<file path="config.mk">
export PLATFORM = sky130hd
export DESIGN_NAME = ifcd_decoder
export DESIGN_NICKNAME = d
export VERILOG_FILES = /design/src/ifcd_pkg.sv /design/src/ifcd_classify.sv /design/src/ifcd_decoder.sv /design/src/ifcd_fields.sv
export SDC_FILE = /design/constraint.sdc
export NUM_CORES = 1
export LEC_CHECK = 0
export BUFFER_PORTS_ARGS = -buffer_cell sky130_fd_sc_hd__clkbuf_2
export CAP_MARGIN = 25
export CORE_UTILIZATION = 30
export CTS_CLUSTER_SIZE = 24
export DETAILED_ROUTE_END_ITERATION = 8
export SLEW_MARGIN = 20
export SYNTH_ARGS = -nofsm -noshare
export SYNTH_HDL_FRONTEND = slang
export SYNTH_SLANG_ARGS = --single-unit
</file>
<file path="constraint.sdc">
create_clock -name sys_clk_i -period 3.5 [get_ports sys_clk_i]
set_clock_uncertainty 0.1 [all_clocks]
set_input_delay 0.35 -clock sys_clk_i [delete_from_list [all_inputs] [get_ports sys_clk_i]]
set_output_delay 0.35 -clock sys_clk_i [all_outputs]
set_load 0.1 [all_outputs]
</file>
<file path="src/ifcd_pkg.sv">
// ifcd_pkg: constants and types for the instruction format and cycle decoder
// assumes a 24-bit program word and sixteen working registers
package ifcd_pkg;

  // ------------------------------------------------------------------
  // word layout
  // ------------------------------------------------------------------
  localparam int IFCD_WORD_W     = 24;
  localparam int IFCD_OPC_W      = 8;
  localparam int IFCD_OPC_MSB    = 23;
  localparam int IFCD_OPC_LSB    = 16;
  localparam int IFCD_REG_W      = 4;
  localparam int IFCD_FIELD_W    = 16;
  localparam int IFCD_SPAN_W     = 48;
  localparam int IFCD_MODE_W     = 3;
  localparam int IFCD_CYC_W      = 2;

  // operand field positions within a word
  localparam int IFCD_DST_LSB    = 7;
  localparam int IFCD_BASE_LSB   = 11;
  localparam int IFCD_SRC_LSB    = 0;
  localparam int IFCD_SMODE_LSB  = 4;
  localparam int IFCD_DMODE_LSB  = 11;
  localparam int IFCD_ACC_BIT    = 15;
  localparam int IFCD_DIR_BIT    = 13;
  localparam int IFCD_BITIND_BIT = 15;
  localparam int IFCD_XPF_LSB    = 2;
  localparam int IFCD_YPF_LSB    = 6;
  localparam int IFCD_PF_W       = 4;
  localparam int IFCD_XD_LSB     = 12;
  localparam int IFCD_YD_LSB     = 10;
  localparam int IFCD_PFD_W      = 2;
  localparam int IFCD_AWB_LSB    = 0;
  localparam int IFCD_AWB_W      = 2;
  localparam int IFCD_MACOP_LSB  = 10;
  localparam int IFCD_MACOP_W    = 4;

  // opcode ranges of the five categories
  localparam logic [7:0] IFCD_OPC_NOP     = 8'h00;
  localparam logic [7:0] IFCD_CTL_LO      = 8'h01;
  localparam logic [7:0] IFCD_CTL_HI      = 8'h0F;
  localparam logic [7:0] IFCD_LIT_LO      = 8'h20;
  localparam logic [7:0] IFCD_LIT_HI      = 8'h2F;
  localparam logic [7:0] IFCD_BIT_LO      = 8'hA0;
  localparam logic [7:0] IFCD_BIT_HI      = 8'hAF;
  localparam logic [7:0] IFCD_DSP_LO      = 8'hC0;
  localparam logic [7:0] IFCD_DSP_HI      = 8'hCF;
  localparam logic [7:0] IFCD_MEM_LO      = 8'hB0;
  localparam logic [7:0] IFCD_MEM_HI      = 8'hBF;

  // the three two-word opcodes
  localparam logic [7:0] IFCD_OPC_CALL2   = 8'h02;
  localparam logic [7:0] IFCD_OPC_JUMP2   = 8'h04;
  localparam logic [7:0] IFCD_OPC_MOVD2   = 8'h08;

  // other opcodes with multi-cycle timing, and the MAC opcode range
  localparam logic [7:0] IFCD_OPC_JREL    = 8'h03;
  localparam logic [7:0] IFCD_OPC_JIND    = 8'h01;
  localparam logic [7:0] IFCD_OPC_RET     = 8'h06;
  localparam logic [7:0] IFCD_OPC_RETI    = 8'h07;
  localparam logic [7:0] IFCD_OPC_TBLRD   = 8'h0A;
  localparam logic [7:0] IFCD_OPC_TBLWR   = 8'h0B;
  localparam logic [7:0] IFCD_OPC_CJREL   = 8'h05;
  localparam logic [7:0] IFCD_OPC_SKIP    = 8'h0C;
  localparam logic [7:0] IFCD_OPC_BSKIP   = 8'hAE;
  localparam logic [7:0] IFCD_OPC_MAC_LO  = 8'hC0;
  localparam logic [7:0] IFCD_OPC_MAC_HI  = 8'hC7;

  // cycle figures
  localparam logic [1:0] IFCD_CYC_ONE     = 2'h1;
  localparam logic [1:0] IFCD_CYC_TWO     = 2'h2;
  localparam logic [1:0] IFCD_CYC_THREE   = 2'h3;

  // default working register
  localparam logic [3:0] IFCD_DEFAULT_WORKING_REGISTER_IDX    = 4'h0;

  typedef enum {
    IFCD_CAT_WORD_BYTE,
    IFCD_CAT_BIT,
    IFCD_CAT_LITERAL,
    IFCD_CAT_DSP,
    IFCD_CAT_CONTROL
  } ifcd_cat_t;

endpackage : ifcd_pkg

</file>
<file path="src/ifcd_classify.sv">
// ifcd_classify: combinational sort of an opcode into category and form
// assumes the opcode is the upper byte of a program word
`timescale 1ns/1ns
`default_nettype none
module ifcd_classify
  import ifcd_pkg::*;
(
  input  wire logic [7:0] opcode_i,
  output logic      [2:0] category_o,
  output logic            two_word_o,
  output logic            is_nop_o,
  output logic            is_mac_o,
  output logic            is_mem_o,
  output logic            fixed_multi_o,
  output logic            cond_o,
  output logic            skip_o
);

  function automatic logic in_range(input logic [7:0] v,
                                    input logic [7:0] lo,
                                    input logic [7:0] hi);
    in_range = (v >= lo) && (v <= hi);
  endfunction

  wire logic w_ctl = in_range(opcode_i, IFCD_CTL_LO, IFCD_CTL_HI);
  wire logic w_lit = in_range(opcode_i, IFCD_LIT_LO, IFCD_LIT_HI);
  wire logic w_bit = in_range(opcode_i, IFCD_BIT_LO, IFCD_BIT_HI);
  wire logic w_dsp = in_range(opcode_i, IFCD_DSP_LO, IFCD_DSP_HI);

  // all-zero opcode falls into control as a no-operation
  assign category_o = w_ctl || (opcode_i == IFCD_OPC_NOP)
                        ? 3'(IFCD_CAT_CONTROL)
                    : w_lit ? 3'(IFCD_CAT_LITERAL)
                    : w_bit ? 3'(IFCD_CAT_BIT)
                    : w_dsp ? 3'(IFCD_CAT_DSP)
                    : 3'(IFCD_CAT_WORD_BYTE);
  assign two_word_o = (opcode_i == IFCD_OPC_CALL2)
                   || (opcode_i == IFCD_OPC_JUMP2)
                   || (opcode_i == IFCD_OPC_MOVD2);
  assign is_nop_o   = (opcode_i == IFCD_OPC_NOP);
  assign is_mac_o   = in_range(opcode_i, IFCD_OPC_MAC_LO, IFCD_OPC_MAC_HI);
  assign is_mem_o   = in_range(opcode_i, IFCD_MEM_LO, IFCD_MEM_HI);
  assign fixed_multi_o = (opcode_i == IFCD_OPC_JREL)
                      || (opcode_i == IFCD_OPC_JIND)
                      || (opcode_i == IFCD_OPC_RET)
                      || (opcode_i == IFCD_OPC_RETI)
                      || (opcode_i == IFCD_OPC_TBLRD)
                      || (opcode_i == IFCD_OPC_TBLWR);
  assign cond_o = (opcode_i == IFCD_OPC_CJREL);
  assign skip_o = (opcode_i == IFCD_OPC_SKIP)
               || (opcode_i == IFCD_OPC_BSKIP);

endmodule // ifcd_classify
`default_nettype wire

</file>
<file path="src/ifcd_decoder.sv">
// ifcd_decoder: instruction format, operand and cycle decoder
// assumes program memory offers one 24-bit word per cycle with a valid flag
// and that the core takes a taken-condition and a skip result as inputs
`timescale 1ns/1ns
`default_nettype none
module ifcd_decoder
  import ifcd_pkg::*;
#(
  parameter int WORD_W = IFCD_WORD_W
)(
  input  wire logic              sys_clk_i,
  input  wire logic              rst_i,
  input  wire logic [WORD_W-1:0] fetch_word_i,
  input  wire logic              fetch_valid_i,
  input  wire logic              cond_true_i,
  input  wire logic              skip_taken_i,
  output logic                   dec_valid_o,
  output logic [7:0]             opcode_o,
  output logic [2:0]             category_o,
  output logic                   two_word_o,
  output logic [47:0]            span_o,
  output logic                   nop_o,
  output logic                   flush_o,
  output logic [1:0]             cycles_o,
  output logic [3:0]             base_source_reg_o,
  output logic [3:0]             second_source_reg_o,
  output logic [3:0]             result_dest_reg_o,
  output logic [2:0]             src_mode_o,
  output logic [2:0]             dst_mode_o,
  output logic                   dst_present_o,
  output logic [15:0]            literal_o,
  output logic                   bit_indirect_o,
  output logic                   acc_b_o,
  output logic [3:0]             x_prefetch_o,
  output logic [3:0]             y_prefetch_o,
  output logic [1:0]             x_pf_dest_o,
  output logic [1:0]             y_pf_dest_o,
  output logic [1:0]             acc_wb_o,
  output logic [3:0]             shift_count_register_o,
  output logic                   shift_by_reg_o,
  output logic [22:0]            prog_addr_o,
  output logic [2:0]             table_mode_o,
  output logic                   format_err_o
);

  // ------------------------------------------------------------------
  // sequencing state
  // ------------------------------------------------------------------
  typedef enum {
    IFCD_ST_FIRST,
    IFCD_ST_SECOND,
    IFCD_ST_STALL
  } ifcd_state_t;

  ifcd_state_t state_r, state_nxt;
  logic [WORD_W-1:0] first_r;
  logic [1:0]        stall_r, stall_nxt;
  logic              skip_pend_r, skip_pend_nxt;

  // ------------------------------------------------------------------
  // opcode and classification
  // ------------------------------------------------------------------
  wire logic [7:0] w_opc = fetch_word_i[IFCD_OPC_MSB:IFCD_OPC_LSB];
  wire logic [2:0] w_cat;
  wire logic       w_two, w_nop, w_mac, w_mem, w_fixed, w_cond, w_skip;

  ifcd_classify u_cls (
    .opcode_i      (w_opc),
    .category_o    (w_cat),
    .two_word_o    (w_two),
    .is_nop_o      (w_nop),
    .is_mac_o      (w_mac),
    .is_mem_o      (w_mem),
    .fixed_multi_o (w_fixed),
    .cond_o        (w_cond),
    .skip_o        (w_skip)
  );

  // classification of the held first word, for the second-word cycle
  wire logic [7:0] w_hopc = first_r[IFCD_OPC_MSB:IFCD_OPC_LSB];
  wire logic       w_hmem;

  ifcd_classify u_hcls (
    .opcode_i      (w_hopc),
    .category_o    (),
    .two_word_o    (),
    .is_nop_o      (),
    .is_mac_o      (),
    .is_mem_o      (w_hmem),
    .fixed_multi_o (),
    .cond_o        (),
    .skip_o        ()
  );

  wire logic [3:0]  w_s1, w_s2, w_d;
  wire logic [2:0]  w_sm, w_dm;
  wire logic [15:0] w_lit;
  wire logic        w_accb;

  ifcd_fields u_fld (
    .word_i     (fetch_word_i),
    .is_mem_i   (w_mem),
    .src1_o     (w_s1),
    .src2_o     (w_s2),
    .dst_o      (w_d),
    .src_mode_o (w_sm),
    .dst_mode_o (w_dm),
    .lit_o      (w_lit),
    .acc_b_o    (w_accb),
    .to_mem_o   ()
  );

  // ------------------------------------------------------------------
  // qualifying the incoming word
  // ------------------------------------------------------------------
  wire logic w_first   = (state_r == IFCD_ST_FIRST);
  wire logic w_second  = (state_r == IFCD_ST_SECOND);
  wire logic w_take    = fetch_valid_i && w_first && !skip_pend_r;
  wire logic w_start2  = w_take && w_two;
  wire logic w_single  = w_take && !w_two;
  // a second word fetched in the first-word slot decodes as a no-op
  wire logic w_as_nop  = w_take && w_nop;
  wire logic w_join    = fetch_valid_i && w_second;
  // top byte of a second word must be zero
  wire logic w_bad2    = w_join
                      && (fetch_word_i[IFCD_OPC_MSB:IFCD_OPC_LSB]
                          != IFCD_OPC_NOP);
  // skipped word is consumed without effect; its size sets the cost
  wire logic w_skipped = fetch_valid_i && w_first && skip_pend_r;

  wire logic w_cat_dsp = (w_cat == 3'(IFCD_CAT_DSP));
  wire logic w_cat_bit = (w_cat == 3'(IFCD_CAT_BIT));
  wire logic w_cat_lit = (w_cat == 3'(IFCD_CAT_LITERAL));
  wire logic w_cat_ctl = (w_cat == 3'(IFCD_CAT_CONTROL));
  wire logic w_cat_wb  = (w_cat == 3'(IFCD_CAT_WORD_BYTE));

  // ------------------------------------------------------------------
  // cycle count
  // ------------------------------------------------------------------
  function automatic logic [1:0] cyc_of(input logic fixed_m,
                                        input logic cond,
                                        input logic ctrue,
                                        input logic skp,
                                        input logic stak);
    if (fixed_m) begin
      cyc_of = IFCD_CYC_TWO;
    end else if ((cond && ctrue) || (skp && stak)) begin
      cyc_of = IFCD_CYC_TWO;
    end else begin
      cyc_of = IFCD_CYC_ONE;
    end
  endfunction

  wire logic [1:0] w_cyc1 = cyc_of(w_fixed, w_cond, cond_true_i,
                                   w_skip, skip_taken_i);
  // flow change: fixed multi-cycle or conditional jump with a true condition
  wire logic w_flow = w_single && (w_fixed || (w_cond && cond_true_i));
  wire logic w_skip_go = w_single && w_skip && skip_taken_i;

  // ------------------------------------------------------------------
  // next state
  // ------------------------------------------------------------------
  always_comb begin
    state_nxt     = state_r;
    stall_nxt     = stall_r;
    skip_pend_nxt = skip_pend_r;
    case (state_r)
      IFCD_ST_FIRST: begin
        if (w_skipped) begin
          skip_pend_nxt = 1'b0;
          // a two-word victim needs its second word swallowed too
          if (w_two) begin
            state_nxt = IFCD_ST_STALL;
            stall_nxt = 2'h1;
          end
        end else if (w_start2) begin
          state_nxt = IFCD_ST_SECOND;
        end else if (w_skip_go) begin
          skip_pend_nxt = 1'b1;
        end else if (w_flow) begin
          state_nxt = IFCD_ST_STALL;
          stall_nxt = 2'h1;
        end
      end
      IFCD_ST_SECOND: begin
        if (fetch_valid_i) begin
          state_nxt = (w_hopc == IFCD_OPC_CALL2 || w_hopc == IFCD_OPC_JUMP2)
                    ? IFCD_ST_STALL : IFCD_ST_FIRST;
          stall_nxt = 2'h1;
        end
      end
      IFCD_ST_STALL: begin
        // one word behind the flow change is dropped, not decoded
        if (fetch_valid_i || stall_r == 2'h0) begin
          state_nxt = IFCD_ST_FIRST;
          stall_nxt = 2'h0;
        end
      end
      default: begin
        state_nxt = IFCD_ST_FIRST;
      end
    endcase
  end

  always_ff @(posedge sys_clk_i) begin
    if (rst_i) begin
      state_r     <= IFCD_ST_FIRST;
      stall_r     <= 2'h0;
      skip_pend_r <= 1'b0;
      first_r     <= '0;
    end else begin
      state_r     <= state_nxt;
      stall_r     <= stall_nxt;
      skip_pend_r <= skip_pend_nxt;
      if (w_start2) begin
        first_r <= fetch_word_i;
      end
    end
  end

  // ------------------------------------------------------------------
  // decoded outputs, registered one cycle after the word is accepted
  // ------------------------------------------------------------------
  wire logic w_out = w_single || w_join;
  wire logic w_issue_nop = w_as_nop || w_skipped
                        || (fetch_valid_i && state_r == IFCD_ST_STALL);

  always_ff @(posedge sys_clk_i) begin
    if (rst_i) begin
      dec_valid_o  <= 1'b0;
      nop_o        <= 1'b0;
      flush_o      <= 1'b0;
      format_err_o <= 1'b0;
    end else begin
      dec_valid_o  <= w_out || w_issue_nop;
      nop_o        <= w_issue_nop || (w_join && w_bad2);
      flush_o      <= w_flow || w_skip_go
                   || (w_join && (w_hopc == IFCD_OPC_CALL2
                                  || w_hopc == IFCD_OPC_JUMP2));
      format_err_o <= w_bad2;
    end
  end

  // field holding registers: the two-word form takes its opcode
  // from the held first word and its extension from the second
  wire logic [47:0] w_span = w_join ? {first_r, fetch_word_i}
                                    : {fetch_word_i, 24'h000000};
  wire logic [7:0]  w_opc_o = w_join ? w_hopc : w_opc;
  wire logic [1:0]  w_cyc_o = w_join ? IFCD_CYC_TWO : w_cyc1;
  wire logic [2:0]  w_cat_o = w_join ? 3'(IFCD_CAT_CONTROL) : w_cat;
  // literal arithmetic encodes a destination only when it differs
  wire logic w_dpres = w_cat_lit ? (w_d != w_s1) : !w_cat_ctl;
  // target bit indirect from base register when the flag is set
  wire logic w_bitind = w_cat_bit && fetch_word_i[IFCD_BITIND_BIT];
  wire logic w_shreg  = w_cat_dsp && !w_mac && !fetch_word_i[IFCD_DIR_BIT];
  // program address for control: low 16 bits zero-extended to 23; join the two words
  wire logic [22:0] w_paddr = w_join
    ? {fetch_word_i[6:0], first_r[15:0]}
    : {7'h00, w_lit};

  always_ff @(posedge sys_clk_i) begin
    if (rst_i) begin
      opcode_o               <= 8'h00;
      category_o             <= 3'(IFCD_CAT_CONTROL);
      two_word_o             <= 1'b0;
      span_o                 <= 48'h000000000000;
      cycles_o               <= IFCD_CYC_ONE;
      base_source_reg_o      <= 4'h0;
      second_source_reg_o    <= 4'h0;
      result_dest_reg_o      <= 4'h0;
      src_mode_o             <= 3'h0;
      dst_mode_o             <= 3'h0;
      dst_present_o          <= 1'b0;
      literal_o              <= 16'h0000;
      bit_indirect_o         <= 1'b0;
      acc_b_o                <= 1'b0;
      x_prefetch_o           <= 4'h0;
      y_prefetch_o           <= 4'h0;
      x_pf_dest_o            <= 2'h0;
      y_pf_dest_o            <= 2'h0;
      acc_wb_o               <= 2'h0;
      shift_count_register_o <= 4'h0;
      shift_by_reg_o         <= 1'b0;
      prog_addr_o            <= 23'h000000;
      table_mode_o           <= 3'h0;
    end else if (w_out) begin
      opcode_o               <= w_opc_o;
      category_o             <= w_cat_o;
      two_word_o             <= w_join;
      span_o                 <= w_span;
      cycles_o               <= w_cyc_o;
      base_source_reg_o      <= w_s1;
      second_source_reg_o    <= w_s2;
      result_dest_reg_o      <= (w_join && w_hmem) ? IFCD_DEFAULT_WORKING_REGISTER_IDX : w_d;
      src_mode_o             <= w_sm;
      dst_mode_o             <= (w_cat_wb && w_mem) ? 3'h0 : w_dm;
      dst_present_o          <= w_dpres;
      literal_o              <= w_lit;
      bit_indirect_o         <= w_bitind;
      acc_b_o                <= w_accb;
      x_prefetch_o           <= w_mac ? w_lit[IFCD_XPF_LSB +: IFCD_PF_W]
                                      : 4'h0;
      y_prefetch_o           <= w_mac ? w_lit[IFCD_YPF_LSB +: IFCD_PF_W]
                                      : 4'h0;
      x_pf_dest_o            <= w_mac ? w_lit[IFCD_XD_LSB +: IFCD_PFD_W]
                                      : 2'h0;
      y_pf_dest_o            <= w_mac ? w_lit[IFCD_YD_LSB +: IFCD_PFD_W]
                                      : 2'h0;
      acc_wb_o               <= w_mac ? w_lit[IFCD_AWB_LSB +: IFCD_AWB_W]
                                      : 2'h0;
      shift_count_register_o <= w_s2;
      shift_by_reg_o         <= w_shreg;
      prog_addr_o            <= w_paddr;
      table_mode_o           <= w_cat_ctl ? w_sm : 3'h0;
    end
  end

endmodule // ifcd_decoder
`default_nettype wire

</file>
<file path="src/ifcd_fields.sv">
// ifcd_fields: combinational extraction of operand fields from a word
// assumes the category has already been decided by the caller
`timescale 1ns/1ns
`default_nettype none
module ifcd_fields
  import ifcd_pkg::*;
(
  input  wire logic [23:0] word_i,
  input  wire logic        is_mem_i,
  output logic      [3:0]  src1_o,
  output logic      [3:0]  src2_o,
  output logic      [3:0]  dst_o,
  output logic      [2:0]  src_mode_o,
  output logic      [2:0]  dst_mode_o,
  output logic      [15:0] lit_o,
  output logic             acc_b_o,
  output logic             to_mem_o
);

  // register selectors are always four bits: W0 to W15
  assign src1_o     = word_i[IFCD_BASE_LSB +: IFCD_REG_W];
  assign src2_o     = word_i[IFCD_SRC_LSB  +: IFCD_REG_W];
  // memory forms with the direction bit clear default the destination to the working register W0
  assign to_mem_o   = word_i[IFCD_DIR_BIT];
  assign dst_o      = (is_mem_i && !to_mem_o) ? IFCD_DEFAULT_WORKING_REGISTER_IDX
                    : word_i[IFCD_DST_LSB +: IFCD_REG_W];
  assign src_mode_o = word_i[IFCD_SMODE_LSB +: IFCD_MODE_W];
  assign dst_mode_o = word_i[IFCD_DMODE_LSB +: IFCD_MODE_W];
  assign lit_o      = word_i[IFCD_FIELD_W-1:0];
  assign acc_b_o    = word_i[IFCD_ACC_BIT];

endmodule // ifcd_fields
`default_nettype wire

</file>
==> results, run 1 <==
- Clock-pin slew was measured on the worst setup and hold paths at 0.06 ns.
- The floorplan has 49 rows.
- Setup violations remaining at the end of the flow were counted as 0.
- The total placed instance area is 6090 um^2.
- After legalization and detailed placement, the total HPWL measured 10,900 um.
- The root cell of the clock tree is clkbuf_16.
- The floorplan step set the die width to 137 um.
- Once placement completed, the tool counted placed cells totaling 949.
- The repair_antennas step left the layout with diodes totalling 0.
- The number of sinks on the clock net is 129.
- The final hold violation count was 0.
- The number of nets in the synthesized netlist is 666.
- At the pin with the least slew margin, the transition time is 0.968 ns.
- The run finished with clean final reports.
- After global routing the overflow that remains totals 0.
- For this run, design rule violations remaining after detail routing come to 0.
- The maximum level of the CTS H-tree is 4.
- Before antenna repair, the detailed router went through 4 iterations.
- Dividing the detail-routed wire length by the instance count gives 16.8 um.
- The worst endpoint required time is 3.74 ns.
- STA classifies the critical path startpoint as a flop.
- The TritonCTS clock tree is done.
- For the worst flop-to-flop path, the logic depth is 7.
- The worst endpoint data arrival time is 2.77 ns.
- The count of mapped cells out of synthesis is 637.
- The via count of the first global-routing pass is 4,104.
- The minimum clock period after layout is 2.53 ns.
- During I/O placement, the number of pins put on the boundary was 177.
- In this run the tool buffered the top-level ports with 176 buffer cells.
- After routing, the total negative slack on setup checks comes to 0 ns.
- Summed over its instances, the top area cell type makes up 47.0% of the synthesized netlist area.
- The depth of the worst hold-timing path is 3.
- Each instance of the synthesized netlist takes up on average 8.62 um^2.
- In this run the remaining antenna-violating nets after routing total 0.
- The detail-routed via count per cell is 4.84.
- Buffers inserted during clock tree synthesis total 17.
- The initial utilization of the core area, before any placement, comes to 30.6%.
- The largest driver fanout on the critical path is 39.
- The max-slew violation count is 0.
- The static leakage power is 2.83 nW.
- The register area share after synthesis is 47.0%.
- The sequential cells in the finished layout cover a total of 2580 um^2.
- Global routing used 17.6% of the available tracks.
- After synthesis the netlist holds a flip-flop and latch count of 129.
- Max-cap violations in this run came to 0.
- The synthesized netlist occupies a cell area of 5490 um^2.
- The global-route wire length before repair is 24,400 um.
- The vertical die dimension is 137 um.
- The path type of the worst min-delay path is primary input to flop.
- The net count of the finished layout is 768.
- The via count of the routed design is 4,739.
- Leaving out fill and tap cells, the most frequent cell in the layout is clkbuf_2.
- In this run, synthesis inferred 0 flip-flops with an integrated enable.
- The first routing iteration left 347 violations.
- The completed layout was analyzed and its total power is 4.15 mW.
- The timing-limited maximum frequency is 395 MHz.
- The critical path is of the flop to flop type.
- The fraction of layout cells with a size suffix above 1 is 31.4%.
- Post-CTS repair changed the size of 0 cells.
- The top cell types in the final layout, fill and taps aside, are 175 x clkbuf_2, 129 x dfxtp_1, 120 x nand2_1.
- For this design the ratio of total power to cell area is 621 nW/um^2.
- The number of different library cells used by synthesis comes to 63.
- The share of the cycle needed by the critical path after routing is 72.3%.
- dfxtp_1 takes more of the synthesized area than any other cell.
- The later pin in the worst-skew pair is clocked with a latency of 0.41 ns.
- Hold repair after CTS inserted 0 buffers.
- The final weighted congestion in routability-driven placement is 0.837.
- Hold is met by 0.136 ns.
- Wires add up to 16,400 um.
- After synthesis, the share of flip-flops with an asynchronous set or reset is 0%.
- The maximum number of pins on one net before global-route repair is 52.
- The initial antenna violation count is 0.
- By area the synthesized netlist is led by dfxtp_1 47%, nand2_1 8.2%, a21oi_1 8.1%, buf_4 7.2%, a22o_1 3.8%.
- STA classifies the critical path endpoint as a flop.
- The number of buffers inserted to repair setup after CTS is 0.
- The multi-input gate area in the final layout is 2250 um^2.
- The core region is 18,000 um^2.
- Summing all non-filler instances in the final layout gives an area of 6690 um^2.
- Measured against its own limit, the worst slew margin works out to 35.3%.
- The finished layout holds 980 standard cells, fillers aside.
- Setup repair after global routing left no endpoint under its margin.
- The peak supply drop is 339 uV.
- The floorplan step defined a die boundary enclosing 18,800 um^2.
- Counting along the longest clock path gives a buffer depth of 2.
- The final-layout fill cell count is 1,852.
- For this run, the number of Yosys warnings is 0.
- The most used flip-flop cell after synthesis is dfxtp_1.
- From synthesis to final layout, the design area changed by 21.8%.
[path summary, 6_finish.rpt]
| kind | startpoint | to | slack (ns) |
|---|---|---|---|
| worst min-delay path | fetch_word_i[3] | literal_o[3]$_SDFFE_PP0P_ | 0.14 |
| worst max-delay path | state_r[1]$_SDFFE_PP0P_ | src_mode_o[1]$_SDFFE_PP0P_ | 0.97 |
| worst max register to register | state_r[1]$_SDFFE_PP0P_ | src_mode_o[1]$_SDFFE_PP0P_ | 0.97 |
| worst min register to register | literal_o[7]$_SDFFE_PP0P_ | literal_o[7]$_SDFFE_PP0P_ | 0.35 |
[final cells by class]
| type | count | area share [%] |
|---|---|---|
| well taps | 229 | 4.28 |
| repair buffers | 184 | 14.2 |
| clock buffers | 24 | 7.50 |
| flip-flops and latches | 129 | 38.6 |
| clock inverters | 7 | 1.50 |
| multi-input cells | 401 | 33.6 |
| inverters | 6 | 0.337 |
[sequential cells by signal, indices dropped and copies added (netlist names), 2 cells and up]
signal and cells:
span_o 40, first_r 24, literal_o 11, opcode_o 8, result_dest_reg_o 4, x_prefetch_o 4
y_prefetch_o 4, base_source_reg_o 3, category_o 3, dst_mode_o 3, table_mode_o 3, acc_wb_o 2
cycles_o 2, src_mode_o 2, state_r 2, x_pf_dest_o 2, y_pf_dest_o 2
[cells in the mapped netlist (5+ instances only)]
master / n
a22o_1: 24
nor2_1: 31
inv_1: 5
and3_1: 5
nand3_1: 28
dfxtp_1: 129
buf_4: 53
buf_2: 23
a21oi_1: 89
nor3_1: 10
clkbuf_1: 19
nand2_1: 120
o21ai_0: 9
a31oi_1: 5
a22oi_1: 18
[per-stage QoR]
stage / utilization (%) / setup WS, ns
final: 37.2 / 0.968
after global routing: 37.2 / 0.738
after CTS: 37.2 / 0.977
after detailed placement: 33.9 / 0.782
after global placement: 33.8 / 0.793
after floorplan: - / 1.66
[report_power, final]
part	internal, mW	total [mW]	switching [mW]
sequential	1.51	1.54	0.0324
clock	1.14	1.79	0.648
combinational	0.112	0.817	0.705
total	2.77	4.15	1.39
[kinds of logic after synthesis]
| logic type | after synthesis | synth area share [%] |
|---|---|---|
| AO/OA/AOI/OAI | 164 | 19.1 |
| buffers and inverters | 107 | 12.0 |
| flip-flops | 129 | 47.0 |
| AND/OR/NAND/NOR | 230 | 20.6 |
| multiplexers | 1 | 0.273 |
| XOR/XNOR | 6 | 0.957 |
[routing by layer]
layer | up-vias | track usage, % | share of wire (%)
li1 | 2364 | - | -
met1 | 2222 | 24.6 | 49
met2 | 145 | 26.6 | 45
met3 | 8 | 3.79 | 4.7
met4 | 0 | 6.23 | 0.92
met5 | - | 0 | 0
[worst max-delay path, stage by stage (launching register included)]
cell,delay (ns)
dfxtp_1,0.61
nor2_1,0.15
nand2_2,0.17
a21oi_4,0.10
nor2_4,0.76
buf_4,0.36
nand2_1,0.07
a21oi_1,0.13
(Power assumes the default switching activity.)
==> run 2: changes to the inputs <==
Clock period 3.5 ns to 2.08 ns, I/O delays scaled along.
==> run 2 against run 1 <==
Effect of this change: the run now ends with DRC left; worst setup slack got worse by 0.89 ns; critical path depth rose by 1; cell count is 3.8% higher; total power increased by 67%; clock-buffer cell count is 5 lower; via count is 3.3% higher; final area up 4.7%; wire length up 3.4%; critical endpoint is now cycles_o[0]$_SDFFE_PP1P_; largest cell class unchanged; highest routed layer unchanged.
==> results, run 2 (same netlist as run 1, synthesis figures left out) <==
- Routability-driven placement finished with a final weighted congestion of 0.845.
- The clock passes through at most 2 buffers.
- The multi-input combinational cells in the finished layout cover a total of 2270 um^2.
- The clock input transition at the sequential cells of the worst setup and hold paths is 0.06 ns.
- The internal portion of the total power is 4.55 mW.
- Cells with a size suffix above 1 make up 34.3% of the layout.
- For the pin with the worst max-slew slack, the measured transition is 0.608 ns.
- The hold slack is 0.0275 ns.
- The most critical setup path has its startpoint at fetch_word_i[18].
- The final reports fail on DRC.
- TritonCTS built the clock tree.
- The critical path startpoint category is a primary input.
- The count of antenna-violating nets left after detailed routing is 0.
- The share of the cycle needed by the critical path after routing is 96.1%.
- The global-route wire length before repair is 25,600 um.
- Along the worst path, the maximum fanout reaches 25.
- The analysis attributes to cell leakage a power of 3.03 nW.
- The maximum number of pins on one net before global-route repair is 42.
- The met3 wire length is 894 um.
- For this configuration, the core starts out at a cell density of 30.6%.
- The max-slew violation count is 0.
- Routed signal wires occupy layers up through met4.
- The vertical die dimension is 137 um.
- The post-layout net count is 804.
- The per-cell routed wire length is 16.7 um.
- The part of the power in registers is 37.4%.
- The length of the first detailed-routing pass in iterations is 6.
- The register with the most flip-flops in the layout has 40 of them.
- The power density relative to cell area is 992 nW/um^2.
- Combinational cells account for 20.7% of the total power.
- The total CTS buffers is 17.
- The minimum clock period after layout is 2.00 ns.
- In this run the clock root is driven by a clkbuf_16.
- Counting the fill cells in the layout gives 1,826.
- The capture point of the worst reg-to-reg path is span_o[10]$_SDFFE_PP0P_.
- In the global route stage, overall resource usage came out at 18.4%.
- The part of the power in the clock network is 41.9%.
- The remaining global-route overflow is 0.
- In this run the core area contains 49 standard-cell rows.
- The fraction of power spent switching nets is 34.6%.
- In the final layout, the registers with the most flip-flops are span_o: 40 flops, first_r: 24 flops, literal_o: 11 flops.
- The detailed router put a total of 8230 um of wire on met1.
- The run finished, with violations left.
- The initial antenna violation count is 0.
- The detail-routed via count per cell is 4.81.
- The peak supply drop is 607 uV.
- The number of max-cap violations is 0.
- The number of ports placed on the die boundary is 177.
- For this run, the top clock speed supported by timing is 500 MHz.
- In the routed design, unresolved DRC markers number 2.
- The final layout contains routed wiring with a total length of 17,000 um.
- The die is 137 um wide.
- Port buffering added 176 buffers.
- In this run the standard cell core region covers 18,000 um^2.
- STA classifies the critical path endpoint as a flop.
- The floorplan step defined a die boundary enclosing 18,800 um^2.
- The violation count after the first detailed-routing iteration is 359.
- The worst endpoint required time is 2.29 ns.
- In this run the worst hold path is classified as primary input to flop.
- Registers take 2580 um^2.
- Setup repair after global routing left no endpoint under its margin.
- The worst setup path category is primary input to flop.
- The layout overhead on the synthesized area is 27.6%.
- Setup violations remaining at the end of the flow were counted as 0.
- In this run the critical register-to-register path is launched from state_r[0]$_SDFFE_PP0P_.
- The maximum level of the CTS H-tree is 4.
- The sum of met2 wire segment lengths after detailed routing is 7630 um.
- Prior to clock tree synthesis, the placed netlist has a worst setup slack of 0.199 ns.
- The setup slack of the worst register-to-register path is 0.21 ns.
- The worst hold path startpoint is fetch_word_i[14].
- The total net switching power is 2.40 mW.
- The via count of the routed design is 4,894.
- In the layout the commonest cells are 175 x clkbuf_2, 129 x dfxtp_1, 120 x nand2_1.
- Setup slack on the critical path of the routed design comes to 0.0807 ns.
- The number of cells traversed by the worst register-to-register path is 5.
- The top register by number of flip-flops is span_o.
- The HPWL after detailed placement is 11,700 um.
- The number of sinks on the clock net is 129.
- The leading cell type in the layout, fill and taps excluded is clkbuf_2.
- The end point of the critical path is cycles_o[0]$_SDFFE_PP1P_.
- Clock latency on the worst-skew pair, taken at its later pin, is 0.42 ns.
- The normalized max-slew margin is 59.6%.
- The via count of the first global-routing pass came to 4,403.
- The number of antenna diodes in the final layout is 0.
- The sum of negative setup slack is 0 ns.
- The final hold violation count came to 0.
- The worst endpoint data arrival time is 2.21 ns.
-- run 2: cell count changes in the layout (fill, tap and decap cells not counted), sizes merged --
| cell | previous run | this run |
|---|---|---|
| clkinv | 2 | 8 |
| clkinvlp | 3 | 1 |
| inv | 6 | 8 |
| dlygate4sd3 | 0 | 5 |
| clkbuf | 199 | 194 |
| buf | 9 | 40 |
-- run 2: worst max-delay path, stage by stage --
cell	delay, ns
dlygate4sd3_1	0.53
clkbuf_2	0.13
xor2_1	0.16
mux2_4	0.33
a21oi_4	0.30
nor2_4	0.08
buf_12	0.17
a211o_1	0.29
-- run 2: layer usage --
metal / vias to the layer above / global-route usage [%]
met5: - / 0
met4: 0 / 6.96
met3: 17 / 4.12
met2: 166 / 27.9
met1: 2288 / 25.3
li1: 2423 / -
-- run 2: worst min-delay path by stage --
stage / endpoint / cells after the start / slack [ns]
after global routing: two_word_o$_SDFFE_PP0P_ / 2 / 0.03
after floorplan: span_o[14]$_SDFFE_PP0P_ / 1 / 0.24
after detailed placement: acc_wb_o[0]$_SDFFE_PP0P_ / 2 / 0.34
after CTS: state_r[0]$_SDFFE_PP0P_ / 2 / 0.01
after global placement: dst_mode_o[1]$_SDFFE_PP0P_ / 2 / 0.34
final: first_r[14]$_SDFFE_PP0P_ / 3 / 0.03
-- run 2: final cells by class --
| type | count | area share (%) |
|---|---|---|
| sequential | 129 | 36.9 |
| timing repair buffer | 220 | 18.2 |
| clock inverter | 13 | 1.95 |
| tap | 229 | 4.09 |
| clock buffer | 19 | 6.18 |
| multi-input combinational | 401 | 32.4 |
| inverter | 6 | 0.322 |
-- run 2: repair_timing --
item / 4_1_cts / 5_1_grt
setup endpoints to repair: 0 / 13
hold endpoints to repair: 16 / 0
hold buffers: 5 / 0
gates resized for setup: 0 / 3
setup buffers: 0 / 0
-- run 2: per-stage QoR --
step,instance area [um^2],util (%),std cells,power (mW)
floorplan,5490,-,637,3.87
global placement,6360,35.4,980,4.08
detailed placement,6360,35.4,980,4.09
CTS,6980,38.9,1017,7.00
global route,7000,39.0,1017,7.19
finish,7000,39.0,1017,6.95
-- run 2: power by group through the flow --
| stage | Clock, mW | Combinational, mW | Sequential (mW) |
|---|---|---|---|
| floorplan | 0 | 0.726 | 3.14 |
| global placement | 0 | 1.43 | 2.65 |
| detailed placement | 0 | 1.43 | 2.65 |
| CTS | 2.96 | 1.44 | 2.60 |
| global route | 3.08 | 1.51 | 2.61 |
| finish | 2.91 | 1.44 | 2.60 |
